File: config.mk
export PLATFORM = sky130hd
export DESIGN_NAME = cdi_intake
export DESIGN_NICKNAME = d
export VERILOG_FILES = /design/src/cdi_fifo.v /design/src/cdi_intake.v
export VERILOG_INCLUDE_DIRS = /design/src
export SDC_FILE = /design/constraint.sdc
export NUM_CORES = 1
export LEC_CHECK = 0
export BUFFER_PORTS_ARGS = -buffer_cell sky130_fd_sc_hd__buf_2
export CORE_ASPECT_RATIO = 1.5
export CORE_MARGIN = 1
export CORE_UTILIZATION = 55
export DETAILED_ROUTE_END_ITERATION = 10
export HOLD_SLACK_MARGIN = 0.1
export PLACE_DENSITY = 0.75
export SLEW_MARGIN = 20
export SYNTH_ARGS = -nofsm -noshare
export SYNTH_HDL_FRONTEND = slang
export SYNTH_SLANG_ARGS = --single-unit
export TNS_END_PERCENT = 1
File: constraint.sdc
create_clock -name i_mclk -period 4 [get_ports i_mclk]
set_input_delay 0.6 -clock i_mclk [delete_from_list [all_inputs] [get_ports i_mclk]]
set_output_delay 0.6 -clock i_mclk [all_outputs]
set_load 0.01 [all_outputs]
File: src/cdi_regs.vh
/*
 Constants for the configuration data intake block: mode codes, widths,
 pin-vector positions and reset values.
 Assumes it is included by bare name from the design files only.
*/
`ifndef CDI_REGS_VH
`define CDI_REGS_VH

`define CDI_MODE_W        3
`define CDI_MODE_SSER     3'h0
`define CDI_MODE_MSER     3'h1
`define CDI_MODE_PERIPH   3'h2
`define CDI_MODE_MPAR     3'h3
`define CDI_MODE_EXPRESS  3'h4

`define CDI_BYTE_W        8
`define CDI_BYTE_MSB      7
`define CDI_BIT_CNT_W     3
`define CDI_BIT_LAST      3'h7
`define CDI_ADDR_W        18
`define CDI_ADDR_UP_W     4
`define CDI_FIFO_DEPTH    32

// Positions in the synchronised pin vector
`define CDI_PIN_W         14
`define CDI_PIN_CS_LO     0
`define CDI_PIN_CS_HI     1
`define CDI_PIN_WS        2
`define CDI_PIN_RS        3
`define CDI_PIN_CLK       4
`define CDI_PIN_DIN       5
`define CDI_PIN_D_LO      6
`define CDI_PIN_D_HI      12

`define CDI_STATUS_FILL   7'h7f
`define CDI_ZERO_BYTE     8'h00
`define CDI_ZERO_ADDR     18'h00000
`define CDI_ZERO_ADDR_UP  4'h0
`define CDI_ADDR_ONE      22'h000001

`endif

File: src/cdi_fifo.v
/*
 Byte buffer between the pin intake and the configuration frame loader.
 Assumes a single clock, an active-low asynchronous reset already
 synchronised, and a clock enable that freezes all state.
*/
`timescale 1ns/1ns
`default_nettype none
`include "cdi_regs.vh"

module cdi_fifo #(
   parameter WIDTH = `CDI_BYTE_W,
   parameter DEPTH = `CDI_FIFO_DEPTH,
   parameter AW    = 5
) (
   input  wire             i_clk,      // Block clock
   input  wire             i_rst_n,    // Synchronised reset, active low
   input  wire             i_ce,       // Clock enable
   input  wire             i_valid,    // Write request
   output wire             o_ready,    // Room for a word
   input  wire [WIDTH-1:0] i_data,     // Write data
   output reg              o_valid,    // Read data valid
   input  wire             i_ready,    // Reader takes the word
   output reg  [WIDTH-1:0] o_data      // Read data, registered
);

   localparam [AW:0] DEPTH_C = DEPTH;
   localparam [AW:0] ONE_C   = 1;

   reg  [WIDTH-1:0] mem [0:DEPTH-1];
   reg  [AW-1:0]    wr_ptr;
   reg  [AW-1:0]    rd_ptr;
   reg  [AW:0]      count;
   wire             push;
   wire             pop;

   assign o_ready = (count != DEPTH_C);
   assign push    = i_valid && o_ready;
   // The output register refills from a non-empty buffer whenever it is empty or being taken
   assign pop     = (count != {(AW+1){1'b0}}) && (!o_valid || i_ready);

   always @(posedge i_clk)
   begin
      if (i_ce && push)
         mem[wr_ptr] <= i_data;
   end

   always @(posedge i_clk or negedge i_rst_n)
   begin
      if (!i_rst_n)
      begin
         wr_ptr  <= {AW{1'b0}};
         rd_ptr  <= {AW{1'b0}};
         count   <= {(AW+1){1'b0}};
         o_valid <= 1'b0;
         o_data  <= {WIDTH{1'b0}};
      end
      else if (i_ce)
      begin
         if (push)
            wr_ptr <= wr_ptr + 1'b1;
         if (pop)
         begin
            rd_ptr <= rd_ptr + 1'b1;
            o_data <= mem[rd_ptr];
         end
         if (push && !pop)
            count <= count + ONE_C;
         else if (pop && !push)
            count <= count - ONE_C;
         if (pop)
            o_valid <= 1'b1;
         else if (i_ready)
            o_valid <= 1'b0;
      end
   end

endmodule // cdi_fifo
`default_nettype wire

File: src/cdi_intake.v
/*
 Configuration data intake: strobed peripheral port, master parallel
 ROM addressing, serial input, serial/status output and the chained
 byte-wide mode. Bytes land in a buffer drained by the frame loader.
 Assumes the mode, the done level and the error pulse come from logic on
 i_mclk; all pins, the configuration clock included, are asynchronous and
 are sampled by i_mclk, which must run well above that clock.
*/
`timescale 1ns/1ns
`default_nettype none
`include "cdi_regs.vh"

module cdi_intake #(
   parameter EXT_ADDR = 1,                    // Extended-capacity variant
   parameter DEPTH    = `CDI_FIFO_DEPTH,      // Buffer depth in bytes
   parameter AW       = 5                     // Buffer address width
) (
   input  wire                      i_mclk,                  // Block clock
   input  wire                      i_rst_b,                 // Async reset, active low
   input  wire                      i_ce,                    // Clock enable
   input  wire [`CDI_MODE_W-1:0]    i_mode,                  // Configuration mode
   input  wire                      i_cfg_done,              // Configuration complete
   input  wire                      i_cfg_error,             // Data error pulse
   input  wire                      i_select_low_active_n,   // Chip select, active low
   input  wire                      i_select_high_active,    // Chip select / chained-mode enable
   input  wire                      i_write_strobe_n,        // Write strobe, active low
   input  wire                      i_read_strobe_n,         // Read strobe, active low
   input  wire                      i_cfg_clock,             // Configuration clock pin
   input  wire                      i_din,                   // Serial data, bit 0 in parallel
   input  wire [`CDI_BYTE_MSB:1]    i_data,                  // Data pins 1 to 7
   output reg  [`CDI_BYTE_MSB:0]    o_data,                  // Status byte out
   output wire                      o_data_oe_n,             // Data pins driven when low
   output reg  [`CDI_ADDR_W-1:0]    o_rom_address_out,       // ROM address
   output reg  [`CDI_ADDR_UP_W-1:0] o_rom_address_upper_out, // Upper ROM address
   output wire                      o_addr_oe_n,             // Address driven when low
   output reg                       o_dout,                  // Serial data or status
   output wire                      o_dout_oe_n,             // Serial output driven when low
   output wire                      o_init_n,                // Init pin value, always low
   output wire                      o_init_oe_n,             // Init pulled low when low
   output wire                      o_user_io,               // Pins released to user
   output wire                      o_busy,                  // Peripheral busy level
   output wire                      o_byte_valid,            // Byte to frame loader
   input  wire                      i_byte_ready,            // Frame loader takes byte
   output wire [`CDI_BYTE_MSB:0]    o_byte                   // Byte value
);

   localparam [`CDI_ADDR_W+`CDI_ADDR_UP_W-1:0] ADDR_ONE = `CDI_ADDR_ONE;

   reg                          rst_meta;
   reg                          rst_n;
   reg  [`CDI_PIN_W-1:0]        pin_meta;
   reg  [`CDI_PIN_W-1:0]        pin_s;
   reg                          clk_q;
   reg                          ws_q;
   reg  [`CDI_BYTE_MSB:0]       hold;
   reg                          hold_valid;
   reg  [`CDI_BYTE_MSB:0]       shift_in;
   reg  [`CDI_BIT_CNT_W-1:0]    bit_cnt;
   reg  [`CDI_BYTE_MSB:0]       shift_out;
   reg                          dout_stage;
   reg                          err_flag;
   reg  [`CDI_ADDR_W+`CDI_ADDR_UP_W-1:0] addr;
   wire                         mode_serial;
   wire                         mode_periph;
   wire                         mode_mpar;
   wire                         mode_express;
   wire                         active;
   wire                         selected;
   wire                         clk_rise;
   wire                         clk_fall;
   wire                         ws_fall;
   wire [`CDI_BYTE_MSB:0]       pin_byte;
   wire                         fifo_ready;
   wire                         par_take;
   wire                         ser_take;
   wire                         rd_req;
   reg  [`CDI_BYTE_MSB:0]       next_shift_in;

   // Reset is released through two flops, asserted at once
   always @(posedge i_mclk or negedge i_rst_b)
   begin
      if (!i_rst_b)
      begin
         rst_meta <= 1'b0;
         rst_n    <= 1'b0;
      end
      else
      begin
         rst_meta <= 1'b1;
         rst_n    <= rst_meta;
      end
   end

   // Two-flop synchroniser for every pin; only pin_s is read by logic
   always @(posedge i_mclk or negedge rst_n)
   begin
      if (!rst_n)
      begin
         pin_meta <= {`CDI_PIN_W{1'b0}};
         pin_s    <= {`CDI_PIN_W{1'b0}};
      end
      else if (i_ce)
      begin
         pin_meta <= {i_data, i_din, i_cfg_clock, i_read_strobe_n,
                      i_write_strobe_n, i_select_high_active,
                      i_select_low_active_n};
         pin_s    <= pin_meta;
      end
   end

   assign mode_serial  = (i_mode == `CDI_MODE_SSER) || (i_mode == `CDI_MODE_MSER);
   assign mode_periph  = (i_mode == `CDI_MODE_PERIPH);
   assign mode_mpar    = (i_mode == `CDI_MODE_MPAR);
   assign mode_express = (i_mode == `CDI_MODE_EXPRESS);
   assign active       = !i_cfg_done;

   assign selected = !pin_s[`CDI_PIN_CS_LO] && pin_s[`CDI_PIN_CS_HI];
   assign clk_rise = pin_s[`CDI_PIN_CLK] && !clk_q;
   assign clk_fall = !pin_s[`CDI_PIN_CLK] && clk_q;
   assign ws_fall  = !pin_s[`CDI_PIN_WS] && ws_q;
   // Serial input doubles as bit 0 of the byte
   assign pin_byte = {pin_s[`CDI_PIN_D_HI:`CDI_PIN_D_LO], pin_s[`CDI_PIN_DIN]};

   // Parallel capture: peripheral strobe, master parallel or chained clock
   // edge. A clock edge that finds the holding byte still full is skipped,
   // so in master parallel mode the ROM address does not run ahead.
   assign par_take = active && !hold_valid && (
                     (mode_periph && selected && ws_fall) ||
                     (mode_mpar && clk_rise) ||
                     (mode_express && clk_rise && pin_s[`CDI_PIN_CS_HI]));
   assign ser_take = active && mode_serial && clk_rise;

   // Write strobe wins over read strobe
   assign rd_req = active && mode_periph && selected &&
                   !pin_s[`CDI_PIN_RS] && pin_s[`CDI_PIN_WS];

   always @*
   begin
      next_shift_in = {shift_in[`CDI_BYTE_MSB-1:0], pin_s[`CDI_PIN_DIN]};
   end

   always @(posedge i_mclk or negedge rst_n)
   begin
      if (!rst_n)
      begin
         clk_q      <= 1'b0;
         ws_q       <= 1'b1;
         hold       <= `CDI_ZERO_BYTE;
         hold_valid <= 1'b0;
         shift_in   <= `CDI_ZERO_BYTE;
         bit_cnt    <= {`CDI_BIT_CNT_W{1'b0}};
         addr       <= {(`CDI_ADDR_W+`CDI_ADDR_UP_W){1'b0}};
      end
      else if (i_ce)
      begin
         clk_q <= pin_s[`CDI_PIN_CLK];
         ws_q  <= pin_s[`CDI_PIN_WS];
         if (hold_valid && fifo_ready)
            hold_valid <= 1'b0;
         if (par_take)
         begin
            hold       <= pin_byte;
            hold_valid <= 1'b1;
            if (mode_mpar)
               addr <= addr + ADDR_ONE;
         end
         // Serial bytes arrive MSB first; a full holding byte at the
         // eighth bit would lose data, so the feeder must pace itself
         if (ser_take)
         begin
            shift_in <= next_shift_in;
            bit_cnt  <= bit_cnt + 1'b1;
            if (bit_cnt == `CDI_BIT_LAST)
            begin
               hold       <= next_shift_in;
               hold_valid <= 1'b1;
            end
         end
      end
   end

   // Serial output path: a bit sampled on a rise reaches the pin on the
   // second fall after it, one and a half periods later
   always @(posedge i_mclk or negedge rst_n)
   begin
      if (!rst_n)
      begin
         dout_stage <= 1'b0;
         shift_out  <= `CDI_ZERO_BYTE;
         o_dout     <= 1'b0;
      end
      else if (i_ce)
      begin
         if (mode_express)
            o_dout <= i_cfg_done;
         else if (clk_fall)
         begin
            o_dout <= dout_stage;
            // Take the bit caught on the last rise; the pin may already
            // carry the next bit by the time this fall is seen
            if (mode_serial)
               dout_stage <= shift_in[0];
            else
            begin
               dout_stage <= shift_out[`CDI_BYTE_MSB];
               shift_out  <= {shift_out[`CDI_BYTE_MSB-1:0], 1'b0};
            end
         end
         if (par_take && !mode_express)
            shift_out <= pin_byte;
      end
   end

   // Error is sticky for the rest of the session
   always @(posedge i_mclk or negedge rst_n)
   begin
      if (!rst_n)
         err_flag <= 1'b0;
      else if (i_ce && active && i_cfg_error)
         err_flag <= 1'b1;
   end

   // Status read: top bit ready, lower bits high
   always @(posedge i_mclk or negedge rst_n)
   begin
      if (!rst_n)
         o_data <= `CDI_ZERO_BYTE;
      else if (i_ce)
         o_data <= {!o_busy, `CDI_STATUS_FILL};
   end

   // Address outputs; the upper bits stay zero on the basic variant
   always @(posedge i_mclk or negedge rst_n)
   begin
      if (!rst_n)
      begin
         o_rom_address_out       <= `CDI_ZERO_ADDR;
         o_rom_address_upper_out <= `CDI_ZERO_ADDR_UP;
      end
      else if (i_ce)
      begin
         o_rom_address_out <= addr[`CDI_ADDR_W-1:0];
         if (EXT_ADDR != 0)
            o_rom_address_upper_out <= addr[`CDI_ADDR_W+`CDI_ADDR_UP_W-1:`CDI_ADDR_W];
      end
   end

   assign o_busy      = hold_valid;
   assign o_data_oe_n = !rd_req;
   assign o_addr_oe_n = !(active && mode_mpar);
   assign o_dout_oe_n = !active;
   assign o_init_n    = 1'b0;
   assign o_init_oe_n = !(active && err_flag);
   assign o_user_io   = i_cfg_done;

   cdi_fifo #(
      .WIDTH (`CDI_BYTE_W),
      .DEPTH (DEPTH),
      .AW    (AW)
   ) u_fifo (
      .i_clk   (i_mclk),
      .i_rst_n (rst_n),
      .i_ce    (i_ce),
      .i_valid (hold_valid),
      .o_ready (fifo_ready),
      .i_data  (hold),
      .o_valid (o_byte_valid),
      .i_ready (i_byte_ready),
      .o_data  (o_byte)
   );

endmodule // cdi_intake
`default_nettype wire

==> results of run 1 <==
## flip-flops by register name, indices dropped and copies added (netlist names), 8 cells and up
| name | cells |
|---|---|
| hold | 8 |
| u_fifo.o_data | 8 |
| pin_meta | 13 |
| pin_s | 13 |
| addr | 22 |
| u_fifo.mem | 256 |
| o_rom_address_out | 18 |
| shift_out | 8 |
## final timing paths
kind,startpoint,endpoint,slack [ps],depth (start not counted)
worst min-delay path,i_cfg_error,err_flag$_DFFE_PN0P_,280,2
max in group asynchronous,rst_n$_DFF_PN0_,o_rom_address_out[9]$_DFFE_PN0P_,2730,1
worst max-delay path,u_fifo.count[1]$_DFFE_PN0P_,u_fifo.count[5]$_DFFE_PN0P_,860,11
worst min register to register,rst_meta$_DFF_PN0_,rst_n$_DFF_PN0_,360,0
min in group asynchronous,rst_n$_DFF_PN0_,u_fifo.rd_ptr[1]$_DFFE_PN0P_,370,0
worst max register to register,u_fifo.count[1]$_DFFE_PN0P_,u_fifo.count[5]$_DFFE_PN0P_,860,11
## synth_stat cells, types with 3 or more instances
| cell type | n |
|---|---|
| a211oi_1 | 4 |
| a21oi_1 | 11 |
| a22o_1 | 5 |
| a22oi_1 | 17 |
| a32o_1 | 3 |
| and2_1 | 3 |
| buf_1 | 6 |
| buf_2 | 16 |
| buf_4 | 11 |
| buf_6 | 8 |
| clkbuf_1 | 12 |
| dfrtp_1 | 130 |
| edfxtp_1 | 256 |
| ha_1 | 13 |
| inv_1 | 17 |
| mux2_2 | 60 |
| mux2i_1 | 60 |
| mux4_2 | 34 |
| nand2_1 | 53 |
| nand2b_1 | 13 |
| nand3_1 | 13 |
| nand3b_1 | 8 |
| nand4_1 | 9 |
| nor2_1 | 63 |
| nor2b_1 | 4 |
| nor3_1 | 11 |
| nor3b_1 | 3 |
| nor4_1 | 5 |
| o21ai_0 | 14 |
| o21ai_1 | 4 |
| o221a_2 | 7 |
| o22ai_1 | 32 |
| o31ai_1 | 3 |
| o32ai_1 | 3 |
| or2_2 | 4 |
| xnor2_1 | 21 |
| xor2_1 | 12 |
## power breakdown
part / internal, uW / switching [uW] / total [uW]
Clock: 2100 / 1440 / 3540
Combinational: 1100 / 1150 / 2250
Sequential: 4830 / 704 / 5530
Total: 8030 / 3290 / 11300
## logic make-up after synthesis
logic type      Yosys count  share of synthesized area (%)
xor+xnor                 33                           1.83
other cells               2                         0.0475
flops                   387                           69.4
fa+ha+maj                14                           1.16
mux                     154                           12.9
simple gates            212                           7.05
compound gates          114                           5.04
buf+inv                  71                           2.52
## worst max-delay path: stages, from the launching register on
cell	delay [ps]
dfrtp_1	400
or4_4	550
or3_2	440
and2_1	170
ha_1	250
inv_1	160
ha_1	290
and2_1	180
a22o_1	230
mux2i_1	150
nand2_1	80
xnor2_1	130
## layout make-up
class | count | area, um^2
Clock buffer | 42 | 986
Fill cell | 2019 | 10400
Timing Repair Buffer | 80 | 473
Multi-Input combinational cell | 529 | 4430
Sequential cell | 387 | 11000
Tap cell | 346 | 433
Clock inverter | 24 | 263
Inverter | 17 | 63.8
## metal layers
metal	up-vias	track usage, %
li1	3883	-
met1	4306	25.8
met2	235	39.7
met3	65	3.24
met4	0	9.06
met5	-	0
## through the flow
step	total power, uW	setup WS (ps)	hold slack, ps	std cells
6_report	11300	863	284	1425
5_1_grt	11800	708	280	1425
4_1_cts	11400	850	254	1425
3_5_place_dp	7880	842	340	1358
3_3_place_gp	7780	928	340	1358
2_1_floorplan	7050	81.8	304	987
==> impl_metrics.py, run 1 <==
metrics = {
    "status": {
        "status": "finished, final reports clean",
    },
    "sta": {
        "hold_viol_final": 0,
        "finalCriticalPeriod_ps": 3140,
        "setup_viol": 0,
        "fin_tns_setup_ps": 0,
        "max_slew_margin_pct": 26.3,
        "fin_skew_ps": 23.8,
        "period_share_pct": 78.4,
        "worstMarginPinSlew_ps": 1110,
        "rsz0062_at_grt": "false",
        "final-max-slew-violation-count": 0,
        "clock.fmax_mhz": 319,
    },
    "worst_setup_path": {
        "criticalPathCategory": "reg -> reg",
        "end_kind": "flop",
        "start_kind": "flop",
        "worstPathMaxFanout": 6,
        "worst-endpoint-required_ps": 4400,
        "arrival_ps": 3540,
    },
    "finish": {
        "nets": 1087,
        "final_common_cell": "edfxtp_1",
        "layout_common_cells": "256 x edfxtp_1, 123 x dfrtp_1, 67 x buf_2",
        "area_growth_pct": 11.6,
        "drive_above_1_share_pct": 24.7,
        "post-route-util_pct": 62.8,
        "postLayoutCellArea_um2": 17600,
        "n_antenna_cell": 0,
    },
    "clocking": {
        "cts_sinks": 387,
        "cts_resized": 0,
        "cts_max_path_buffers": 3,
        "cts.htree.levels": 2,
        "cts_inserted_buffers": 36,
        "clk_pin_slew_ps": 60,
        "holdBufCountCts": 1,
        "cts-root-buf": "clkbuf_16",
        "post_cts_buffers": 0,
        "cts_tree": "done",
        "clk-insertion-delay-late_ps": 530,
    },
    "synthesis": {
        "yosys_most_used_dff": "edfxtp_1",
        "syn-num-nets": 1023,
        "ys_ff_latch": 387,
        "ys_types": 69,
        "synth_area_leaders": "edfxtp_1 49%, dfrtp_1 21%, mux4_2 4.8%",
        "syn-cell-area_um2": 15800,
        "syn_area_per_cell_um2": 16.0,
        "yosysSeqAreaShare_pct": 69.4,
        "netlist_instances": 987,
        "synth_top_area_share_pct": 48.7,
        "synth_enable_flop_cells": 256,
        "yosys_warnings": 0,
        "yosysTopAreaCell": "edfxtp_1",
        "async_flop_share_pct": 33.9,
    },
    "pwr": {
        "power.leakage_uw": 0.00656,
        "power_density_nw_per_um2": 643,
        "vdd_drop_max_mv": 0.385,
    },
    "place": {
        "gp_congestion": 0.846,
        "placed_cell_area_um2": 16400,
        "dp_hpwl_um": 20300,
        "io_buffer_count": 67,
    },
    "floorplan": {
        "die_h_um": 210,
        "num_rows": 75,
        "start_util_pct": 56.3,
        "die_x_um": 140,
        "ios": 69,
        "dieArea_um2": 29400,
        "coreArea_um2": 28100,
    },
    "routing": {
        "dr_wl_met2_um": 16500,
        "totalWireLength_um": 30400,
        "wl_met3_um": 1410,
        "vias": 8489,
        "firstDrtPassIters": 5,
        "wire_per_inst_um": 21.3,
        "first_iter_violations": 512,
        "wl_met1_um": 11500,
        "maxUsedRoutingLayer": "met4",
        "vias_per_cell": 5.96,
        "drtAntennaViolNets": 0,
        "drc": 0,
    },
    "global_route": {
        "gr-total-overflow": 0,
        "grt_pass1_vias": 8825,
        "grt_max_degree": 75,
        "antenna_found_initial": 0,
        "grt_usage_pct": 21.8,
        "grt_pass1_wl_um": 48800,
    },
    "job": {
        "drv_cap": 0,
    },
    "hold_path": {
        "hold_class": "in -> reg",
    },
}
No activity file was read; power rests on OpenSTA's default activity.
==> run 2, diff against run 1 <==
--- a/config.mk
+++ b/config.mk
@@ -6,13 +6,14 @@
 export SDC_FILE = /design/constraint.sdc
 export NUM_CORES = 1
 export LEC_CHECK = 0
+export ABC_AREA = 1
 export BUFFER_PORTS_ARGS = -buffer_cell sky130_fd_sc_hd__buf_2
 export CORE_ASPECT_RATIO = 1.5
 export CORE_MARGIN = 1
-export CORE_UTILIZATION = 55
+export CORE_UTILIZATION = 56
 export DETAILED_ROUTE_END_ITERATION = 10
 export HOLD_SLACK_MARGIN = 0.1
-export PLACE_DENSITY = 0.75
+export PLACE_DENSITY = 0.76
 export SLEW_MARGIN = 20
 export SYNTH_ARGS = -nofsm -noshare
 export SYNTH_HDL_FRONTEND = slang
==> constraint.sdc (replaced) <==
create_clock -name i_mclk -period 2.8 [get_ports i_mclk]
set_input_delay 0.42 -clock i_mclk [delete_from_list [all_inputs] [get_ports i_mclk]]
set_output_delay 0.42 -clock i_mclk [all_outputs]
set_load 0.01 [all_outputs]
==> run 2 against run 1 <==
Compared with the run above:
- clock skew up 3.3 ps
- synthesized area up 6.1%
- register-to-register slack got worse by 390 ps
- cell area up 7.3%
- combinational power grew 93%
- routed wire length up 23%
- sequential cell count unchanged
- sequential power grew 29%
- non-clock buffer count up 49
- power rose by 43%
==> impl_metrics.py, run 2 <==
metrics = {
    "clocking": {
        "cts_resized": 0,
        "cts-root-buf": "clkbuf_16",
        "cts_sinks": 387,
        "holdBufCountCts": 14,
        "cts_max_path_buffers": 3,
        "cts_inserted_buffers": 36,
        "clk_pin_slew_ps": 60,
        "cts.htree.levels": 2,
        "cts_tree": "done",
        "clk-insertion-delay-late_ps": 530,
        "post_cts_buffers": 0,
    },
    "pwr": {
        "p_clk_share_pct": 29.4,
        "p_comb_share_pct": 26.8,
        "vdd_drop_max_mv": 0.575,
        "p_sw_share_pct": 34.0,
        "p_switching_uw": 5520,
        "power.leakage_uw": 0.00805,
        "intPower_uw": 10700,
        "power_density_nw_per_um2": 859,
        "seqPwrFrac_pct": 43.8,
    },
    "worst_setup_path": {
        "crit_slowest_cell": "dfrtp_1",
        "cp.depth": 11,
        "crit_family": "simple AND/OR/NAND/NOR gates",
        "worstPathMaxFanout": 4,
        "worst-endpoint-required_ps": 3190,
        "crit_buf_inv": 1,
        "end_kind": "flop",
        "criticalPathCategory": "reg -> reg",
        "arrival_ps": 2720,
        "reg2reg_from": "u_fifo.count[3]$_DFFE_PN0P_",
        "worstPathCellList": "nor2_1 -> nand3_1 -> nor3_1 -> nor2_1 -> ha_1 -> inv_1 -> ha_1 -> a21oi_1 -> o21a_1 -> xor2_1 -> o21ai_0",
        "reg2reg_depth": 11,
        "slowest_delay_ps": 400,
        "reg2reg_slack_ps": 470,
        "crit_start": "u_fifo.count[3]$_DFFE_PN0P_",
        "start_kind": "flop",
    },
    "sta": {
        "worstMarginPinSlew_ps": 869,
        "finalCriticalPeriod_ps": 2330,
        "final-max-slew-violation-count": 0,
        "fin_tns_setup_ps": 0,
        "clock.fmax_mhz": 429,
        "rsz0062_at_grt": "false",
        "period_share_pct": 83.3,
        "setup_ws_ps": 468,
        "hold_viol_final": 0,
        "setup_viol": 0,
        "max_slew_margin_pct": 42.1,
        "fin_skew_ps": 27.2,
    },
    "hold_path": {
        "hold_class": "in -> reg",
        "min_path_cells": 2,
        "worstHoldStart": "i_cfg_error",
    },
    "synthesis": {
        "syn-cell-area_um2": 16800,
        "yosys_warnings": 0,
        "async_flop_share_pct": 33.9,
        "synth_top_area_share_pct": 45.9,
        "netlist_instances": 1703,
        "ys_types": 41,
        "yosysTopAreaCell": "edfxtp_1",
        "yosysSeqAreaShare_pct": 65.4,
        "yosysMostFrequentCell": "nand2_1",
        "ys_ff_latch": 387,
        "syn_area_per_cell_um2": 9.84,
        "yosys_most_used_dff": "edfxtp_1",
        "synth_enable_flop_cells": 256,
        "yosys-top-cells-count": "597 x nand2_1, 256 x edfxtp_1, 186 x nor2_1",
        "synth_area_leaders": "edfxtp_1 46%, dfrtp_1 19%, nand2_1 13%",
        "syn-num-nets": 1739,
    },
    "place": {
        "io_buffer_count": 67,
        "pre_cts_ws_ps": 484,
        "dp_hpwl_um": 23700,
        "placed_cell_area_um2": 17600,
        "placed_cells_incl_taps": 2132,
        "gp_congestion": 0.922,
    },
    "global_route": {
        "gr-total-overflow": 0,
        "grt_max_degree": 140,
        "grt_pass1_vias": 11956,
        "antenna_found_initial": 0,
        "grt_pass1_wl_um": 59700,
        "grt_usage_pct": 25.8,
    },
    "finish": {
        "final_common_cell": "nand2_1",
        "area_growth_pct": 12.9,
        "n_antenna_cell": 0,
        "ff_latch_area_um2": 11000,
        "nets": 1825,
        "fillers": 2319,
        "multi_input_area_um2": 5040,
        "reg.largest.list": "u_fifo.mem x256, addr x22, o_rom_address_out x18",
        "postLayoutCellArea_um2": 18900,
        "drive_above_1_share_pct": 10.6,
        "largest_reg_flops": 256,
        "final_cells": 2211,
        "layout_common_cells": "597 x nand2_1, 256 x edfxtp_1, 186 x nor2_1",
        "max_flop_register": "u_fifo.mem",
    },
    "floorplan": {
        "dieArea_um2": 30600,
        "start_util_pct": 56.8,
        "num_rows": 77,
        "ios": 69,
        "coreArea_um2": 29500,
        "die_h_um": 214,
        "die_x_um": 143,
    },
    "routing": {
        "firstDrtPassIters": 5,
        "wire_per_inst_um": 16.9,
        "drtAntennaViolNets": 0,
        "vias_per_cell": 5.42,
        "drc": 0,
        "totalWireLength_um": 37300,
        "vias": 11984,
        "first_iter_violations": 1107,
    },
    "job": {
        "drv_cap": 0,
    },
    "status": {
        "status": "finished, final reports clean",
    },
}
==> run 2: routing by layer <==
metal / track usage (%) / vias to the layer above / wire (um)
li1: - / 5759 / -
met1: 30.0 / 5661 / 14100
met2: 46.3 / 455 / 19300
met3: 3.68 / 109 / 2260
met4: 13.2 / 0 / 1690
met5: 0 / - / 0
==> run 2: final timing paths <==
path	to
max in group asynchronous	ws_q$_DFFE_PN1P_
worst min-delay path	err_flag$_DFFE_PN0P_
worst max register to register	u_fifo.count[3]$_DFFE_PN0P_
worst min register to register	rst_n$_DFF_PN0_
worst max-delay path	u_fifo.count[3]$_DFFE_PN0P_
min in group asynchronous	rst_n$_DFF_PN0_
==> run 2: worst reg2reg max path, cell delays in order, from the launching register on <==
cell and delay [ps]:
dfrtp_1 400, nor2_1 170, nand3_1 110, nor3_1 180, nor2_1 90, ha_1 240
inv_1 150, ha_1 280, a21oi_1 200, o21a_1 180, xor2_1 140, o21ai_0 80
==> run 2: cell families after synthesis <==
group / synth area share (%)
buffers and inverters: 4.45
DFF: 65.4
adders and majority gates: 1.09
muxes: 0.134
xor gates and xnor gates: 1.25
AOI/OAI and AO/OA: 4.08
other: 0.0448
and+or+nand+nor: 23.5
==> run 2: final cells by class <==
cell class                 instances  share of cell area (%)
multi-input combinational       1144                    26.7
clock inverter                    10                   0.483
tap                              395                    2.61
sequential                       387                    58.0
clock buffer                      55                    5.69
timing repair buffer             129                    4.68
inverter                          91                    1.82
==> run 2: power groups by stage <==
stage / combinational (uW) / sequential [uW] / clock (uW)
final: 4350 / 7120 / 4770
after global routing: 4840 / 7180 / 5060
after CTS: 4320 / 7130 / 4840
after detailed placement: 4270 / 7240 / 0
after global placement: 4160 / 7230 / 0
after floorplan: 3070 / 7080 / 0
==> run 2: through the flow <==
stage | total power, uW | utilization, % | hold WS, ps
finish | 16200 | 64.2 | 137
global route | 17100 | 64.2 | 130
CTS | 16300 | 64.2 | 123
detailed placement | 11500 | 59.7 | 207
global placement | 11400 | 59.7 | 205
floorplan | 10100 | - | 124
